$ cat src/scc_pkg.sv
package scc_pkg;

    // ****************************************
    // timing
    // ****************************************
    localparam int          SCC_CLK_HZ        = 40_000_000;
    localparam int          SCC_INIT_US       = 400;
    localparam int          SCC_INIT_CYCLES   = SCC_INIT_US * (SCC_CLK_HZ / 1_000_000);
    localparam int          SCC_PHASE_DEG     = 120;
    localparam int          SCC_PERIOD_DIV    = 18;
    localparam int          SCC_RAMP_CYCLES   = 64;

    // ****************************************
    // reset values and settings
    // ****************************************
    localparam logic        SCC_ROLE_RST      = 1'b0;
    localparam logic [1:0]  SCC_VSEL_RST      = 2'h0;
    localparam logic        SCC_STRAP_SECOND  = 1'b0;

    typedef enum logic [2:0] {
        SCC_ST_INIT,
        SCC_ST_WAIT_EN,
        SCC_ST_RAMP,
        SCC_ST_RUN,
        SCC_ST_FAULT
    } scc_state_t;

endpackage

$ cat src/scc_phase_if.sv
`timescale 1ns/1ps
interface scc_phase_if;
    logic       tick;
    logic       phase_pulse;
    logic       sync_lost;
    modport gen  (input tick, output phase_pulse, output sync_lost);
    modport ctrl (output tick, input phase_pulse, input sync_lost);
endinterface

$ cat src/scc_phase_gen.sv
`timescale 1ns/1ps
module scc_phase_gen
    import scc_pkg::*;
#(
    parameter int PERIOD = SCC_PERIOD_DIV
) (
    input  wire logic       sys_clk_i,
    input  wire logic       rst_i,
    input  wire logic       ref_clk_i,
    input  wire logic       ref_sel_i,
    scc_phase_if.gen        ph
);
    localparam int DELAY = (PERIOD * SCC_PHASE_DEG) / 360;

    initial begin
        if (PERIOD < 3 || (PERIOD * SCC_PHASE_DEG) % 360 != 0) begin
            $error("period must be at least 3 and split into thirds");
        end
    end

    logic [7:0] cnt_q;
    logic [7:0] dly_q;
    logic       ref_q;
    logic       run_q;
    logic       lost_q;
    logic [7:0] gap_q;
    wire  logic ref_edge = ref_sel_i & ph.tick & ~ref_q;
    wire  logic wrap     = (cnt_q == 8'(PERIOD - 1));
    wire  logic period_start = ref_sel_i ? (ref_edge | (lost_q & wrap)) : wrap;

    // free-running fallback keeps switching if the chained clock dies
    always_ff @(posedge sys_clk_i or posedge rst_i) begin
        if (rst_i) begin
            cnt_q  <= 8'h00;
            ref_q  <= 1'b0;
            gap_q  <= 8'h00;
            lost_q <= 1'b0;
        end else begin
            ref_q  <= ph.tick;
            cnt_q  <= (period_start | wrap) ? 8'h00 : cnt_q + 8'h01;
            gap_q  <= ref_edge ? 8'h00 : ((gap_q == 8'hFF) ? gap_q : gap_q + 8'h01);
            lost_q <= ref_sel_i & (gap_q > 8'(2 * PERIOD));
        end
    end

    // delay line puts our edge a third of a period after the reference
    always_ff @(posedge sys_clk_i or posedge rst_i) begin
        if (rst_i) begin
            dly_q <= 8'h00;
            run_q <= 1'b0;
        end else if (period_start) begin
            dly_q <= 8'h00;
            run_q <= 1'b1;
        end else if (run_q) begin
            dly_q <= dly_q + 8'h01;
            run_q <= (dly_q != 8'(DELAY - 1));
        end
    end

    assign ph.phase_pulse = run_q & (dly_q == 8'(DELAY - 1));
    assign ph.sync_lost   = lost_q;

    property p_phase_gap;
        @(posedge sys_clk_i) disable iff (rst_i)
        period_start |-> ##DELAY ph.phase_pulse;
    endproperty
    a_phase_gap: assert property (p_phase_gap) else $error("phase offset wrong");
endmodule

$ cat src/scc_stack_ctrl.sv
`timescale 1ns/1ps

// Overview of operation
// - resistor on sync out selects secondary
// - floating sync out selects primary
// - pull enable low during startup or fault
// - stack enabled only when all ready
// - primary clamps comp while enable low
// - drive power good low during init
// - secondary releases power good after init
// - primary raises power good after ramp
// - secondary leaves discontinuous on good rise
// - current limit local, others stack wide
// - secondaries force pwm, primary configured
// - chain phase offset about 120 degrees
// - only primary uses configuration bus
// - only primary reads voltage select pins
// - secondary discharge always enabled
// - voltage scaling only through primary
// - spread spectrum only from primary chain
// - external sync only to primary
// - disabling re-presets discontinuous allowance
// - thermal pulls enable unless single set
module scc_stack_ctrl
    import scc_pkg::*;
#(
    parameter int INIT_CYCLES = SCC_INIT_CYCLES,
    parameter int RAMP_CYCLES = SCC_RAMP_CYCLES
) (
    // clock and reset
    input  wire logic       sys_clk_i,
    input  wire logic       rst_i,
    // role strap and chained clock
    input  wire logic       chain_clock_out_pin_i,
    output logic            chain_clock_out_pin_o,
    output logic            chain_clock_out_pin_oe_o,
    input  wire logic       mode_sync_pin_i,
    // shared enable line
    input  wire logic       enable_line_i,
    output logic            enable_line_o,
    output logic            enable_line_oe_o,
    // shared power good line
    input  wire logic       power_good_line_i,
    output logic            power_good_line_o,
    output logic            power_good_line_oe_o,
    // compensation clamp
    output logic            comp_clamp_o,
    output logic            comp_drive_o,
    // local faults and status
    input  wire logic       thermal_shutdown_i,
    input  wire logic       undervoltage_lockout_i,
    input  wire logic       overvoltage_lockout_i,
    input  wire logic       current_limit_i,
    input  wire logic       vout_in_window_i,
    input  wire logic       single_cfg_i,
    input  wire logic       switch_enable_i,
    // settings from the configuration bus and the voltage select pins
    input  wire logic       bus_forced_pwm_i,
    input  wire logic       bus_discharge_en_i,
    input  wire logic       bus_dvs_req_i,
    input  wire logic       bus_ssc_en_i,
    input  wire logic       bus_ext_sync_en_i,
    input  wire logic       voltage_select_pin_a_i,
    input  wire logic       voltage_select_pin_b_i,
    // results
    output logic            role_secondary_o,
    output logic            bus_active_o,
    output logic [1:0]      vsel_o,
    output logic            forced_pwm_o,
    output logic            discharge_en_o,
    output logic            dvs_allowed_o,
    output logic            ssc_active_o,
    output logic            continuous_conduction_o,
    output logic            switching_o,
    output logic            error_amp_clamp_o
);

    initial begin
        if (INIT_CYCLES < 1 || RAMP_CYCLES < 1 || INIT_CYCLES > 65535 || RAMP_CYCLES > 65535) begin
            $error("counts out of range");
        end
    end

    // ****************************************
    // input synchronisers
    // ****************************************
    logic [7:0] s1_q;
    logic [7:0] s2_q;
    wire  logic [7:0] raw = {voltage_select_pin_b_i, voltage_select_pin_a_i, mode_sync_pin_i,
                             vout_in_window_i, power_good_line_i, enable_line_i,
                             chain_clock_out_pin_i, single_cfg_i};

    always_ff @(posedge sys_clk_i or posedge rst_i) begin
        if (rst_i) begin
            s1_q <= 8'h00;
            s2_q <= 8'h00;
        end else begin
            s1_q <= raw;
            s2_q <= s1_q;
        end
    end

    wire logic single_s = s2_q[0];
    wire logic strap_s  = s2_q[1];
    wire logic en_s     = s2_q[2];
    wire logic pg_s     = s2_q[3];
    wire logic win_s    = s2_q[4];
    wire logic sync_s   = s2_q[5];
    wire logic [1:0] vsel_pins_s = s2_q[7:6];

    // ****************************************
    // state and counters
    // ****************************************
    scc_state_t  st_q;
    scc_state_t  st_d;
    logic [15:0] cnt_q;
    logic        role_q;
    logic [1:0]  vsel_q;
    logic        pg_q;
    logic        ff_ccm_q;
    logic        ff_pull_q;

    // faults that must stop the whole stack; current limit stays local
    wire logic stack_fault = undervoltage_lockout_i | overvoltage_lockout_i
                           | (thermal_shutdown_i & ~single_s);
    wire logic disabled    = ~en_s | ~switch_enable_i | thermal_shutdown_i
                           | undervoltage_lockout_i | overvoltage_lockout_i;
    wire logic init_done   = (cnt_q == 16'(INIT_CYCLES - 1));
    wire logic ramp_done   = (cnt_q == 16'(RAMP_CYCLES - 1));
    wire logic pg_rise     = pg_s & ~pg_q;
    wire logic in_init     = (st_q == SCC_ST_INIT);

    always_comb begin
        st_d = st_q;
        case (st_q)
            SCC_ST_INIT: begin
                if (init_done) begin
                    st_d = SCC_ST_WAIT_EN;
                end
            end
            SCC_ST_WAIT_EN: begin
                if (stack_fault) begin
                    st_d = SCC_ST_FAULT;
                end else if (~disabled) begin
                    st_d = SCC_ST_RAMP;
                end
            end
            SCC_ST_RAMP: begin
                if (stack_fault) begin
                    st_d = SCC_ST_FAULT;
                end else if (disabled) begin
                    st_d = SCC_ST_WAIT_EN;
                end else if (ramp_done) begin
                    st_d = SCC_ST_RUN;
                end
            end
            SCC_ST_RUN: begin
                if (stack_fault) begin
                    st_d = SCC_ST_FAULT;
                end else if (disabled) begin
                    st_d = SCC_ST_WAIT_EN;
                end
            end
            SCC_ST_FAULT: begin
                if (~stack_fault) begin
                    st_d = SCC_ST_WAIT_EN;                                    // new soft start
                end
            end
            default: st_d = SCC_ST_INIT;
        endcase
    end

    always_ff @(posedge sys_clk_i or posedge rst_i) begin
        if (rst_i) begin
            st_q  <= SCC_ST_INIT;
            cnt_q <= 16'h0000;
        end else begin
            st_q  <= st_d;
            cnt_q <= (st_d != st_q) ? 16'h0000 : cnt_q + 16'h0001;
        end
    end

    // ****************************************
    // role strap and voltage select capture
    // ****************************************
    // strap is read on the last init cycle, after the synchronisers settled
    always_ff @(posedge sys_clk_i or posedge rst_i) begin
        if (rst_i) begin
            role_q <= SCC_ROLE_RST;
            vsel_q <= SCC_VSEL_RST;
        end else if (in_init && init_done) begin
            role_q <= (strap_s == SCC_STRAP_SECOND);
            vsel_q <= (strap_s == SCC_STRAP_SECOND) ? SCC_VSEL_RST : vsel_pins_s;
        end
    end

    // ****************************************
    // secondary conduction latches
    // ****************************************
    always_ff @(posedge sys_clk_i or posedge rst_i) begin
        if (rst_i) begin
            pg_q      <= 1'b0;
            ff_ccm_q  <= 1'b0;
            ff_pull_q <= 1'b1;
        end else begin
            pg_q      <= pg_s;
            // pulldown follows init alone, so release never waits on enable
            ff_pull_q <= in_init;
            if (in_init || disabled) begin
                ff_ccm_q  <= 1'b0;
            end else if (pg_rise) begin
                ff_ccm_q  <= 1'b1;
            end
        end
    end

    // ****************************************
    // shared lines
    // ****************************************
    wire logic running     = (st_q == SCC_ST_RUN);
    wire logic pull_en     = in_init | (st_q == SCC_ST_FAULT) | stack_fault;
    wire logic pg_release  = role_q ? ~ff_pull_q
                                    : (running & win_s & ~disabled);

    // open drain: only ever drive low, the pullup makes the wired-and
    assign enable_line_o         = 1'b0;
    assign enable_line_oe_o      = pull_en;
    assign power_good_line_o     = 1'b0;
    assign power_good_line_oe_o  = ~pg_release;

    assign comp_clamp_o = ~role_q & ~en_s;
    assign comp_drive_o = ~role_q & en_s & ~in_init;

    // ****************************************
    // feature gating by role
    // ****************************************
    scc_phase_if ph();
    assign ph.tick = sync_s;

    scc_phase_gen #(
        .PERIOD    (SCC_PERIOD_DIV)
    ) u_phase (
        .sys_clk_i (sys_clk_i),
        .rst_i     (rst_i),
        .ref_clk_i (sync_s),
        .ref_sel_i (role_q | bus_ext_sync_en_i),
        .ph        (ph)
    );

    logic chain_q;
    always_ff @(posedge sys_clk_i or posedge rst_i) begin
        if (rst_i) begin
            chain_q <= 1'b0;
        end else if (ph.phase_pulse) begin
            chain_q <= ~chain_q;
        end
    end

    // strap pin is only an input until the role is known
    assign chain_clock_out_pin_o    = chain_q;
    assign chain_clock_out_pin_oe_o = ~in_init;

    assign role_secondary_o        = role_q;
    assign bus_active_o            = ~role_q;
    assign vsel_o                  = vsel_q;
    assign forced_pwm_o            = role_q | bus_forced_pwm_i;
    assign discharge_en_o          = role_q | bus_discharge_en_i;
    assign dvs_allowed_o           = ~role_q & bus_dvs_req_i;
    assign ssc_active_o            = ~role_q & bus_ssc_en_i;
    assign continuous_conduction_o = role_q ? ff_ccm_q : forced_pwm_o;
    assign switching_o             = (st_q == SCC_ST_RAMP) | running;
    assign error_amp_clamp_o       = current_limit_i & switching_o;

    // ****************************************
    // checks
    // ****************************************
    property p_init_pulls;
        @(posedge sys_clk_i) disable iff (rst_i)
        in_init |-> (enable_line_oe_o && power_good_line_oe_o);
    endproperty
    a_init_pulls: assert property (p_init_pulls) else $error("init not pulling");

    property p_fault_pulls;
        @(posedge sys_clk_i) disable iff (rst_i)
        (undervoltage_lockout_i || overvoltage_lockout_i) |-> enable_line_oe_o;
    endproperty
    a_fault_pulls: assert property (p_fault_pulls) else $error("fault no pull");

    property p_single_therm;
        @(posedge sys_clk_i) disable iff (rst_i)
        (thermal_shutdown_i && single_s && running) |=> !switching_o;
    endproperty
    a_single_therm: assert property (p_single_therm) else $error("thermal ignored");

    property p_sec_pg;
        @(posedge sys_clk_i) disable iff (rst_i)
        (role_q && !in_init && !disabled) |-> !power_good_line_oe_o;
    endproperty
    a_sec_pg: assert property (p_sec_pg) else $error("secondary holds pg");

    property p_prim_pg;
        @(posedge sys_clk_i) disable iff (rst_i)
        (!role_q && !power_good_line_oe_o) |-> running;
    endproperty
    a_prim_pg: assert property (p_prim_pg) else $error("pg early");

    property p_ccm;
        @(posedge sys_clk_i) disable iff (rst_i)
        (role_q && pg_rise && !disabled && !in_init) |=> continuous_conduction_o;
    endproperty
    a_ccm: assert property (p_ccm) else $error("no ccm");

    property p_dcm_reset;
        @(posedge sys_clk_i) disable iff (rst_i)
        (role_q && disabled) |=> !continuous_conduction_o;
    endproperty
    a_dcm_reset: assert property (p_dcm_reset) else $error("dcm not re-allowed");

    property p_comp;
        @(posedge sys_clk_i) disable iff (rst_i)
        (!role_q && !en_s) |-> (comp_clamp_o && !comp_drive_o);
    endproperty
    a_comp: assert property (p_comp) else $error("comp not held");

    property p_sec_feat;
        @(posedge sys_clk_i) disable iff (rst_i)
        role_q |-> (discharge_en_o && forced_pwm_o && !dvs_allowed_o && !ssc_active_o);
    endproperty
    a_sec_feat: assert property (p_sec_feat) else $error("role gating");

    property p_ramp_gate;
        @(posedge sys_clk_i) disable iff (rst_i)
        $rose(switching_o) |-> $past(en_s);
    endproperty
    a_ramp_gate: assert property (p_ramp_gate) else $error("start without enable");

    property p_strap_role;
        @(posedge sys_clk_i) disable iff (rst_i)
        (in_init && init_done && (strap_s == SCC_STRAP_SECOND)) |=> role_secondary_o;
    endproperty
    a_strap_role: assert property (p_strap_role) else $error("strap not taken");

    c_secondary: cover property (@(posedge sys_clk_i) disable iff (rst_i) $rose(role_q));
    c_run:       cover property (@(posedge sys_clk_i) disable iff (rst_i) $rose(running));
    c_ccm:       cover property (@(posedge sys_clk_i) disable iff (rst_i) $rose(ff_ccm_q));
    c_fault:     cover property (@(posedge sys_clk_i) disable iff (rst_i) st_q == SCC_ST_FAULT);
    c_single:    cover property (@(posedge sys_clk_i) disable iff (rst_i)
        thermal_shutdown_i && single_s && !enable_line_oe_o);

endmodule

$ cat config.mk
export PLATFORM = sky130hd
export DESIGN_NAME = scc_stack_ctrl
export DESIGN_NICKNAME = d
export VERILOG_FILES = /design/src/scc_pkg.sv /design/src/scc_phase_if.sv /design/src/scc_phase_gen.sv /design/src/scc_stack_ctrl.sv
export SDC_FILE = /design/constraint.sdc
export NUM_CORES = 1
export LEC_CHECK = 0
export BUFFER_PORTS_ARGS = -buffer_cell sky130_fd_sc_hd__buf_2
export CAP_MARGIN = 20
export CORE_UTILIZATION = 50
export CTS_BUF_LIST = sky130_fd_sc_hd__clkbuf_4 sky130_fd_sc_hd__clkbuf_8 sky130_fd_sc_hd__clkbuf_16
export DETAILED_ROUTE_END_ITERATION = 10
export GPL_TIMING_DRIVEN = 0
export PLACE_DENSITY_LB_ADDON = 0.2
export SLEW_MARGIN = 20
export SYNTH_ARGS = -nofsm -noshare
export SYNTH_HDL_FRONTEND = slang
export SYNTH_SLANG_ARGS = --single-unit
$ cat constraint.sdc
create_clock -name sys_clk_i -period 2.4 [get_ports sys_clk_i]
set_input_delay 0.24 -clock sys_clk_i [delete_from_list [all_inputs] [get_ports sys_clk_i]]
set_output_delay 0.24 -clock sys_clk_i [all_outputs]
set_load 0.005 [all_outputs]
-- Word-level counts from Yosys, hierarchy flattened
Cells that the tools add are included.
- add/sub/neg operators: 4
- $lt $le $gt $ge: 1
- equal/unequal tests: 12
- mux-type cells: 24
- bitwise gates (word level): 41
- reductions and logical operators: 5
- operators by type and width (cell ; count):
    2-to-1 mux 8 bit ; 5
    2-to-1 mux 3 bit ; 9
    adder 8 x 1 -> 8 bit (second input constant) ; 3
    adder 16 x 1 -> 16 bit (second input constant) ; 1
    == test 16 x 14 -> 1 bit (second input constant) ; 1
    == test 16 x 6 -> 1 bit (second input constant) ; 1
    2-to-1 mux 16 bit ; 1
    AND 1 bit ; 15
    one-hot mux 3 bit (5 select lines) ; 1
    OR 1 bit ; 14
    inverter 1 bit ; 12
    == test 8 x 3 -> 1 bit (second input constant) ; 1
    == test 8 x 5 -> 1 bit (second input constant) ; 1
    == test 8 bit (second input constant) ; 1
    greater-than comparator 8 x 6 -> 1 bit (second input constant) ; 1
    inequality test 8 x 3 -> 1 bit (second input constant) ; 1
    2-to-1 mux 1 bit ; 7
    == test 3 x 2 -> 1 bit (second input constant) ; 2
    nonzero test 2 bit ; 2
    == test 3 x 1 -> 1 bit (second input constant) ; 1
    == test 3 bit (second input constant) ; 1
    logical NOT 3 bit ; 1
    inequality test 3 bit ; 1
    2-to-1 mux 2 bit ; 1
    other kinds (3) ; 3
- register bits: 69
- input bits: 20
- output and inout bits: 19
- logic and storage cells: 103

-- Logic depth before layout (Yosys ltp)
Gate-level depths: netlist of run 1.
- word-level depth: 10
- gate-level depth with buffers: 7
- depth with buffers taken out: 6

-- Cells and area by module
From an unflattened synthesis of run 1, not the netlist that was laid out.
- cells, all modules: 294
- area, all modules: 3126.7 um2
- modules (own cells, without submodules) (module ; times used ; cells each ; area each (um2) ; seq. area each (um2)):
    scc_stack_ctrl ; 1 ; 162 ; 1779.2 ; 1052.3
    scc_phase_gen ; 1 ; 132 ; 1347.5 ; 675.6

-- Least setup slack after synthesis of run 1
No wires, ideal clock.
- kind: register -> register
- from: reg st_q[0]
- to: reg cnt_q[11]
- setup time: 0.128 ns
- arrival: 1.491 ns
- data required time: 2.272 ns
- setup slack: 0.782 ns
- stages on the path, launching flop included: 8
- path buffers: 2
- clock period less this slack: 1.618 ns
- path through: dfrtp_1 -> buf_6 -> or3_1 -> buf_6 -> nor3_4 -> a31oi_2 -> o22ai_4 -> nor2_1
- word-level cells in the longest chain between the ends: 6
- elaborated cells between the ends (all ways): 17
- those cells by class: 5 x eq/ne; 11 x mux; 1 x reduce/logical
- ends and longest elaborated chain (element ; line ; source):
    from (decl) ; scc_stack_ctrl.sv:114 ; scc_state_t st_q;
    from (signal assigned) ; scc_stack_ctrl.sv:178 ; st_q <= st_d;
    2-to-1 mux 3 bit ; scc_stack_ctrl.sv:153 ; end else if (ramp_done) begin
    2-to-1 mux 3 bit ; scc_stack_ctrl.sv:151 ; end else if (disabled) begin
    2-to-1 mux 3 bit ; scc_stack_ctrl.sv:149 ; if (stack_fault) begin
    one-hot mux 3 bit (5 select lines) ; scc_stack_ctrl.sv:135 ; case (st_q)
    inequality test 3 bit (*) ; scc_stack_ctrl.sv:179 ; cnt_q <= (st_d != st_q) ? 16'h0000 : cnt_q + 16'h0001;
    2-to-1 mux 16 bit (*) ; scc_stack_ctrl.sv:179 ;
    to (signal assigned) ; scc_stack_ctrl.sv:179 ;
    to (decl) ; scc_stack_ctrl.sv:116 ; logic [15:0] cnt_q;
Every way passes the cells marked *; elsewhere a longest branch is shown, timed or not.
A chain may end at the register's enable or synchronous reset.

-- Worst setup path after layout of run 1
- from: reg st_q[1]
- to: out comp_drive_o
- word-level cells in the longest chain between the ends: 3
- ends and longest elaborated chain (element ; line ; source):
    logical NOT 3 bit ; scc_stack_ctrl.sv:131 ; wire logic in_init = (st_q == SCC_ST_INIT);
    inverter 1 bit ; scc_stack_ctrl.sv:232 ; assign comp_drive_o = ~role_q & en_s & ~in_init;
    AND 1 bit ; scc_stack_ctrl.sv:232 ;
    to (decl) ; scc_stack_ctrl.sv:48 ; output logic comp_drive_o,
No other way between the ends.

==> summary.txt, run 1 <==
Outcome
  – Status: completed

Worst setup path
  – Critical path capture point type: output pin
  – Slowest library cell on the worst path: dfrtp_1
  – CP peak stage delay: 470 ps
  – Depth of the most critical reg-to-reg path: 6
  – Worst setup path class: reg2out
  – WP data arrival: 1660 ps
  – Worst EP required: 2160 ps
  – Crit-path cells: or3_1 -> buf_6 -> and3_2 -> buf_2
  – Startpoint types: register
  – Critical path peak fanout: 7

Layout
  – Final layout net count: 375
  – Seq. cell area: 0.001728 mm²
  – Area Growth Syn to Fin: 18.94%
  – Fill cell count: 512
  – N_diodes: 0
  – Layout cells sized above 1: 20.96%
  – Design Area, Final: 0.003709 mm²
  – Multi-input gate area: 0.001301 mm²

STA
  – Clk_skew: 7.166 ps
  – Final period util: 79.21%
  – Worst-margin pin slew: 629.1 ps
  – Rel. slew slack: 57.97%
  – Final Hold Fails: 0
  – Final setup vio count: 0
  – RSZ-0062 raised after global routing: false
  – Worst hold margin: 189.9 ps
  – Slew Viols, Final: 0
  – Fin crit period: 1901 ps
  – Min setup slack post-route: 499.0 ps
  – Fmax achieved: 526.0 MHz
  – TNS Setup: 0 ps

Floorplanning
  – Top Ports: 39
  – Die height: 80.97 µm
  – Starting Density: 52.35%
  – Rows: 28
  – Die area: 0.006556 mm²
  – Core area: 0.005956 mm²
  – Die X: 80.97 µm

Logic synthesis
  – Post-Synthesis Cells: 290
  – Count of different cell masters after synthesis: 54
  – YS warnings: 0
  – Mean post-synth cell area: 10.75 µm²
  – Mapped cell area: 0.003118 mm²
  – Sequential area share after synthesis: 55.42%
  – Number of synthesized flops with an enable pin: 0
  – Most used DFF post-synth: dfrtp_1
  – Async S/R FF share, synth: 100.0%
  – #FFs+latches synth: 69

Clock tree
  – CTS tree: built
  – Root Driver: clkbuf_8
  – CTS clk-pin slew, worst paths: 80 ps
  – Post-CTS Setup Bufs: 0
  – Clk sinks: 69
  – Skew-Pair Late Insertion Delay: 340 ps
  – Num CTS Buffers: 9
  – Max clock buf depth: 2
  – H-tree levels: 3

Place
  – Routability Congestion: 0.8286
  – Dpl ws: 586.6 ps
  – Dpl cell area: 0.003418 mm²
  – DPL Wire Length: 3906 µm
  – PortBufs: 36

Global routing
  – Vias in the first global route: 2149
  – First-pass GRT wire length: 9729 µm
  – Initial antenna violation count: 0
  – Largest net degree at the start of global routing: 39
  – Total track usage: 20.09%
  – GR Overflow Total: 0

Power
  – Leakage: 1.747 nW
  – Total power per unit cell area: 772.9 mW/mm²
  – Worst vdd ir: 0.0005727 V

Worst hold path
  – Cell count of the worst hold path: 3
  – Hold Crit Class: in2reg

Drt
  – DR WL/cell: 13.37 µm
  – Total Wirelength: 5724 µm
  – DR DRC count: 0
  – Detailed Route Iter0 Violations: 132
  – Drt first pass iters: 4
  – ANT nets after route: 0
  – Vias: 2220
  – Via-to-Cell Ratio: 5.187

Flow run
  – Number of max-cap violations: 0
==> sequential cells by signal, summed over array words and instances, names as in the netlist <==
name	cells
u_phase.gap_q	8
u_phase.run_q	1
pg_q	1
vsel_o	2
s2_q	8
u_phase.ref_q	1
st_q	3
s1_q	8
ff_pull_q	1
cnt_q	16
u_phase.ph.sync_lost	1
u_phase.cnt_q	8
chain_clock_out_pin_o	1
ff_ccm_q	1
role_secondary_o	1
u_phase.dly_q	8
==> metal layers <==
layer	vias up	wire, µm	GRT usage, %
met1	1048	2712	25.83
met2	42	2673	31.01
met5	-	0	0
li1	1122	-	-
met3	8	248	6.292
met4	0	89	9.286
==> area by class of cell <==
cell class / instances / area share, %
Sequential cell: 69 / 46.59
Inverter: 9 / 0.9784
Clock inverter: 7 / 2.058
Tap cell: 75 / 2.530
Multi-Input combinational cell: 206 / 35.09
Timing Repair Buffer: 46 / 7.827
Buffer: 7 / 1.586
Clock buffer: 9 / 3.340
==> stage by stage <==
stage	std cells	utilization (%)	total power, mW
after CTS	428	62.27	2.894
after global placement	402	57.02	1.911
final	428	62.27	2.866
after floorplan	291	-	1.805
after detailed placement	403	57.39	1.936
after global routing	428	62.27	3.047
==> placed cells by master, fill, tap and decap left out, types with 3 or more instances in the layout <==
master and count:
ha_1 7, buf_2 36, nor4_1 3, clkbuf_8 10, o21ai_0 10, and2_1 3, nand3_1 16, xor2_1 18
nor2b_1 3, and3_1 9, nand4_1 8, nor3_1 7, and3_2 3, nand2_1 18, dlygate4sd3_1 9, xnor2_1 8
inv_1 8, clkinv_4 3, a31oi_1 4, dfrtp_1 68, a21oi_1 8, nor2_1 43
==> path summary, 6_finish.rpt <==
path                                                   to               from  slack, ps
max                                          comp_drive_o  st_q[1]$_DFF_PP0_        500
min                        u_phase.ph.sync_lost$_DFF_PP0_  bus_ext_sync_en_i        190
max reg2reg                            cnt_q[5]$_DFF_PP0_  st_q[1]$_DFF_PP0_        580
min reg2reg                             s2_q[6]$_DFF_PP0_  s1_q[6]$_DFF_PP0_        350
max in group asynchronous             ff_pull_q$_DFF_PP1_              rst_i       1370
min in group asynchronous    u_phase.gap_q[0]$_DFFE_PP0P_              rst_i        450
==> cell families after synthesis <==
kind of cell	after synthesis	share of synthesized area (%)
muxes	3	1.003
AOI/OAI and AO/OA	36	8.267
buffers and inverters	16	2.969
DFF	69	55.42
xor gates and xnor gates	26	7.303
and+or+nand+nor	131	21.79
other	1	0.1203
adders and majority gates	8	3.130
==> worst max-delay path: cells and delay by family (launching register included) <==
family / cells / cell delay (ps)
buffers and inverters: 2 / 260
and+or+nand+nor: 2 / 590
DFF: 1 / 470
==> what timing repair did <==
action / CTS / global route
gates resized for setup: 0 / 0
hold endpoints to repair: 39 / 0
hold buffers: 9 / 0
==> power by group <==
group | internal, mW | switching [mW]
clock | 0.482 | 0.456
combinational | 0.222 | 0.232
sequential | 1.32 | 0.157
==> synth_stat cells, types with 8 or more instances <==
library cell / n / area [µm²]
a21oi_1: 8 / 40.04
and3_1: 9 / 56.30
dfrtp_1: 68 / 1702
inv_1: 9 / 33.78
nand2_1: 18 / 67.56
nand3_1: 16 / 80.08
nand4_1: 8 / 50.05
nor2_1: 43 / 161.4
o21ai_0: 10 / 50.05
xnor2_1: 8 / 70.07
xor2_1: 18 / 157.7
Power figures use the tool's default switching activity.
==> run 2: changes to the inputs <==
--- a/config.mk
+++ b/config.mk
@@ -5,6 +5,7 @@
 export SDC_FILE = /design/constraint.sdc
 export NUM_CORES = 1
 export LEC_CHECK = 0
+export ABC_AREA = 1
 export BUFFER_PORTS_ARGS = -buffer_cell sky130_fd_sc_hd__buf_2
 export CAP_MARGIN = 20
 export CORE_UTILIZATION = 50
==> constraint.sdc (replaced) <==
create_clock -name sys_clk_i -period 1.6 [get_ports sys_clk_i]
set_input_delay 0.16 -clock sys_clk_i [delete_from_list [all_inputs] [get_ports sys_clk_i]]
set_output_delay 0.16 -clock sys_clk_i [all_outputs]
set_load 0.005 [all_outputs]
==> summary.txt, run 2 <==
Power
  – Flop pwr share: 44.8% (-6.7 points)
  – Worst vdd ir: 0.0009491 V (+66%)
  – Switch Pwr: 1.775 mW (+110%)
  – Comb power frac: 25.9% (+10 points)
  – Pint: 3.632 mW (+80%)
  – Total power: 5.407 mW (+89%)
  – Switching part of the total power: 32.83% (+3.4 points)
  – Leakage: 2.019 nW (+16%)
  – Clk pwr share: 29.2% (-3.5 points)
  – Total power per unit cell area: 1291 mW/mm² (+67%)

Global routing
  – Vias in the first global route: 2507 (+17%)
  – GR Overflow Total: 0 (unchanged)
  – Largest net degree at the start of global routing: 35 (-10%)
  – First-pass GRT wire length: 10990 µm (+13%)
  – Initial antenna violation count: 0 (unchanged)
  – Total track usage: 21.88% (+1.8 points)

Logic synthesis
  – Most used DFF post-synth: dfrtp_1
  – YS warnings: 0 (unchanged)
  – Sequential area share after synthesis: 53.53% (-1.9 points)
  – Area leader, netlist: dfrtp_1
  – Mapped cell area: 0.003228 mm² (+3.5%)
  – Post-Synthesis Cells: 356 (+23%)
  – Post-synth top area share: 52.71% (-1.9 points)
  – #FFs+latches synth: 69 (unchanged)
  – Most numerous cell in the Yosys netlist: dfrtp_1
  – Async S/R FF share, synth: 100.0% (unchanged)
  – Count of different cell masters after synthesis: 35 (-35%)
  – Mean post-synth cell area: 9.068 µm² (-16%)
  – Number of synthesized flops with an enable pin: 0 (unchanged)
  – Synth top cells by count: 68 x dfrtp_1, 57 x nand2_1, 51 x inv_1, 46 x nor2_1
  – Synth top area cells: dfrtp_1 53%, nand2_1 6.6%, inv_1 5.9%

STA
  – RSZ-0062 raised after global routing: true
  – Worst hold margin: 122.3 ps (-67.66 ps)
  – Fmax achieved: 610.9 MHz
  – Final setup vio count: 8 (+8)
  – Clk_skew: 8.531 ps (+1.365 ps)
  – Fin crit period: 1637 ps
  – Final period util: 102.3%
  – Slew Viols, Final: 0 (unchanged)
  – Min setup slack post-route: -36.98 ps (-535.9 ps)
  – Final Hold Fails: 0 (unchanged)

Worst setup path
  – CP top delay family: simple AND/OR/NAND/NOR gates
  – Depth of the most critical reg-to-reg path: 9 (+3)
  – Worst setup path class: reg2reg
  – Cell depth of the worst setup path: 9 (+5)
  – Reg-to-Reg End: cnt_q[6]$_DFF_PP0_
  – WP data arrival: 1870 ps (+210 ps)
  – Critical path capture point type: register
  – R2R Path Start: cnt_q[7]$_DFF_PP0_
  – Startpoint types: register
  – Critical path peak fanout: 5 (-2)
  – Worst EP required: 1840 ps (-320 ps)
  – Most used cell, CP: nand2_2
  – Slowest library cell on the worst path: dfrtp_2
  – CP peak stage delay: 450 ps (-20 ps)
  – CP bufs+invs: 2 (unchanged)
  – Crit-path cells: inv_1 -> nand2_1 -> nor3_2 -> nand3_4 -> nand2_2 -> nand2_2 -> nand2_4 -> bufbuf_16 -> nor2_2
  – Setup slack, reg-to-reg: -40 ps (-620 ps)

Drt
  – Vias: 2641 (+19%)
  – Drt first pass iters: 4 (unchanged)
  – ANT nets after route: 0 (unchanged)
  – Via-to-Cell Ratio: 5.098 (-1.7%)
  – Total Wirelength: 6750 µm (+18%)
  – Detailed Route Iter0 Violations: 180 (+36%)
  – DR DRC count: 0 (unchanged)
  – DR WL/cell: 13.03 µm (-2.6%)

Layout
  – Max FFs per register: 16 (unchanged)
  – Final Util: 69.10% (+6.8 points)
  – Design Area, Final: 0.004188 mm² (+13%)
  – Commonest non-fill, non-tap cells in the layout: 64 x dfrtp_1, 52 x nand2_1, 45 x inv_1, 36 x buf_2, 34 x nor2_1
  – Commonest non-fill, non-tap cell in the layout: dfrtp_1
  – Register with the highest flop count: cnt_q
  – Area Growth Syn to Fin: 29.73%
  – Layout cells sized above 1: 32.05% (+11 points)
  – Final layout net count: 465 (+24%)
  – N_diodes: 0 (unchanged)

Floorplanning
  – Core area: 0.006061 mm² (+1.8%)
  – Rows: 28 (unchanged)
  – Starting Density: 53.26% (+0.91 points)
  – Die X: 82.35 µm (+1.7%)
  – Die area: 0.006782 mm² (+3.4%)
  – Top Ports: 39 (unchanged)
  – Die height: 82.35 µm (+1.7%)

Flow run
  – Number of max-cap violations: 0 (unchanged)

Worst hold path
  – Worst Hold Path EP: u_phase.ph.sync_lost$_DFF_PP0_
  – Hold Crit Class: in2reg
  – Worst hold start: bus_ext_sync_en_i
  – Cell count of the worst hold path: 3 (unchanged)

Place
  – Dpl ws: -181.0 ps (-767.6 ps)
  – DPL Wire Length: 4224 µm (+8.2%)
  – Routability Congestion: 0.8203 (-1.0%)
  – PortBufs: 36 (unchanged)
  – Dpl cell area: 0.003550 mm² (+3.8%)

Clock tree
  – Clk sinks: 69 (unchanged)
  – Num CTS Buffers: 9 (unchanged)
  – CTS clk-pin slew, worst paths: 80 ps (about the same)
  – CTS tree: built
  – Root Driver: clkbuf_8
  – Skew-Pair Late Insertion Delay: 350 ps (about the same)
  – H-tree levels: 3 (unchanged)
  – Max clock buf depth: 2 (unchanged)

Outcome
  – Failing checks: negative setup slack
  – Status: finished with violations
[run 2: changes by cell type in the layout (fill, tap and decap cells not counted), moves of 7 or more]
cell     change
nand2_1     +34
xor2_1      -11
nor2_2      +20
nand2_2      +7
and3_1       -7
nor2_1       -9
inv_1       +37
buf_4       +20
[run 2: repair_timing]
action,4_1_cts,5_1_grt
cloned,1,0
gates resized for setup,18,22
hold buffers,9,0
buffers inserted,11,11
setup endpoints to repair,32,41
hold endpoints to repair,19,0
pin swaps,3,4
[run 2: metal layers]
metal / share of wire, % / track usage, % / vias up
li1: - / - / 1299
met1: 46 / 27.79 / 1266
met2: 49 / 36.20 / 63
met3: 3.4 / 5.604 / 13
met4: 1.7 / 7.719 / 0
met5: 0 / 0 / -
[run 2: how the worst max path moves through the flow]
stage	start	to	slack, ps
2_1_floorplan	cnt_q[0]$_DFF_PP0_	cnt_q[5]$_DFF_PP0_	40
3_3_place_gp	cnt_q[0]$_DFF_PP0_	cnt_q[5]$_DFF_PP0_	-160
3_5_place_dp	cnt_q[0]$_DFF_PP0_	cnt_q[5]$_DFF_PP0_	-180
4_1_cts	cnt_q[1]$_DFF_PP0_	cnt_q[8]$_DFF_PP0_	-50
5_1_grt	cnt_q[1]$_DFF_PP0_	cnt_q[14]$_DFF_PP0_	-130
6_report	cnt_q[7]$_DFF_PP0_	cnt_q[6]$_DFF_PP0_	-40
[run 2: cell type report]
type | instances | area [µm²]
tap | 75 | 93.84
clock buffer | 9 | 123.9
inverter | 52 | 201.4
multi-input combinational | 233 | 1378
clock inverter | 7 | 98.84
fill | 460 | 1873
buffer | 3 | 35.03
sequential | 69 | 1733
timing repair buffer | 70 | 524.3
[run 2: logic make-up (layout without fill, tap and decap cells)]
group	Yosys count	after routing	synth area share (%)
AO/OA/AOI/OAI	40	40	7.093
buffers and inverters	55	141	7.131
adder cells (fa/ha/maj)	7	7	2.713
XOR/XNOR	11	11	2.984
AND/OR/NAND/NOR	173	173	26.43
other	1	2	0.1162
flip-flops	69	69	53.53
[run 2: power by group through the flow]
stage | Combinational [mW] | Sequential (mW) | Clock (mW)
2_1_floorplan | 0.855 | 2.36 | 0
3_3_place_gp | 1.03 | 2.41 | 0
3_5_place_dp | 1.08 | 2.42 | 0
4_1_cts | 1.27 | 2.40 | 1.62
5_1_grt | 1.61 | 2.46 | 1.68
6_report | 1.40 | 2.42 | 1.58
[run 2: worst reg2reg max path, cell delays in order, from the launching register on]
cell and delay [ps]:
dfrtp_2 450, inv_1 140, nand2_1 80, nor3_2 250
nand3_4 100, nand2_2 90, nand2_2 60, nand2_4 70
bufbuf_16 270, nor2_2 40
[run 2: stage by stage]
stage                     TNS (ps)  std cells
after floorplan                  0        357
after global placement       -1938        468
after detailed placement     -2415        470
after CTS                   -325.6        507
after global routing         -1395        518
final                       -169.7        518
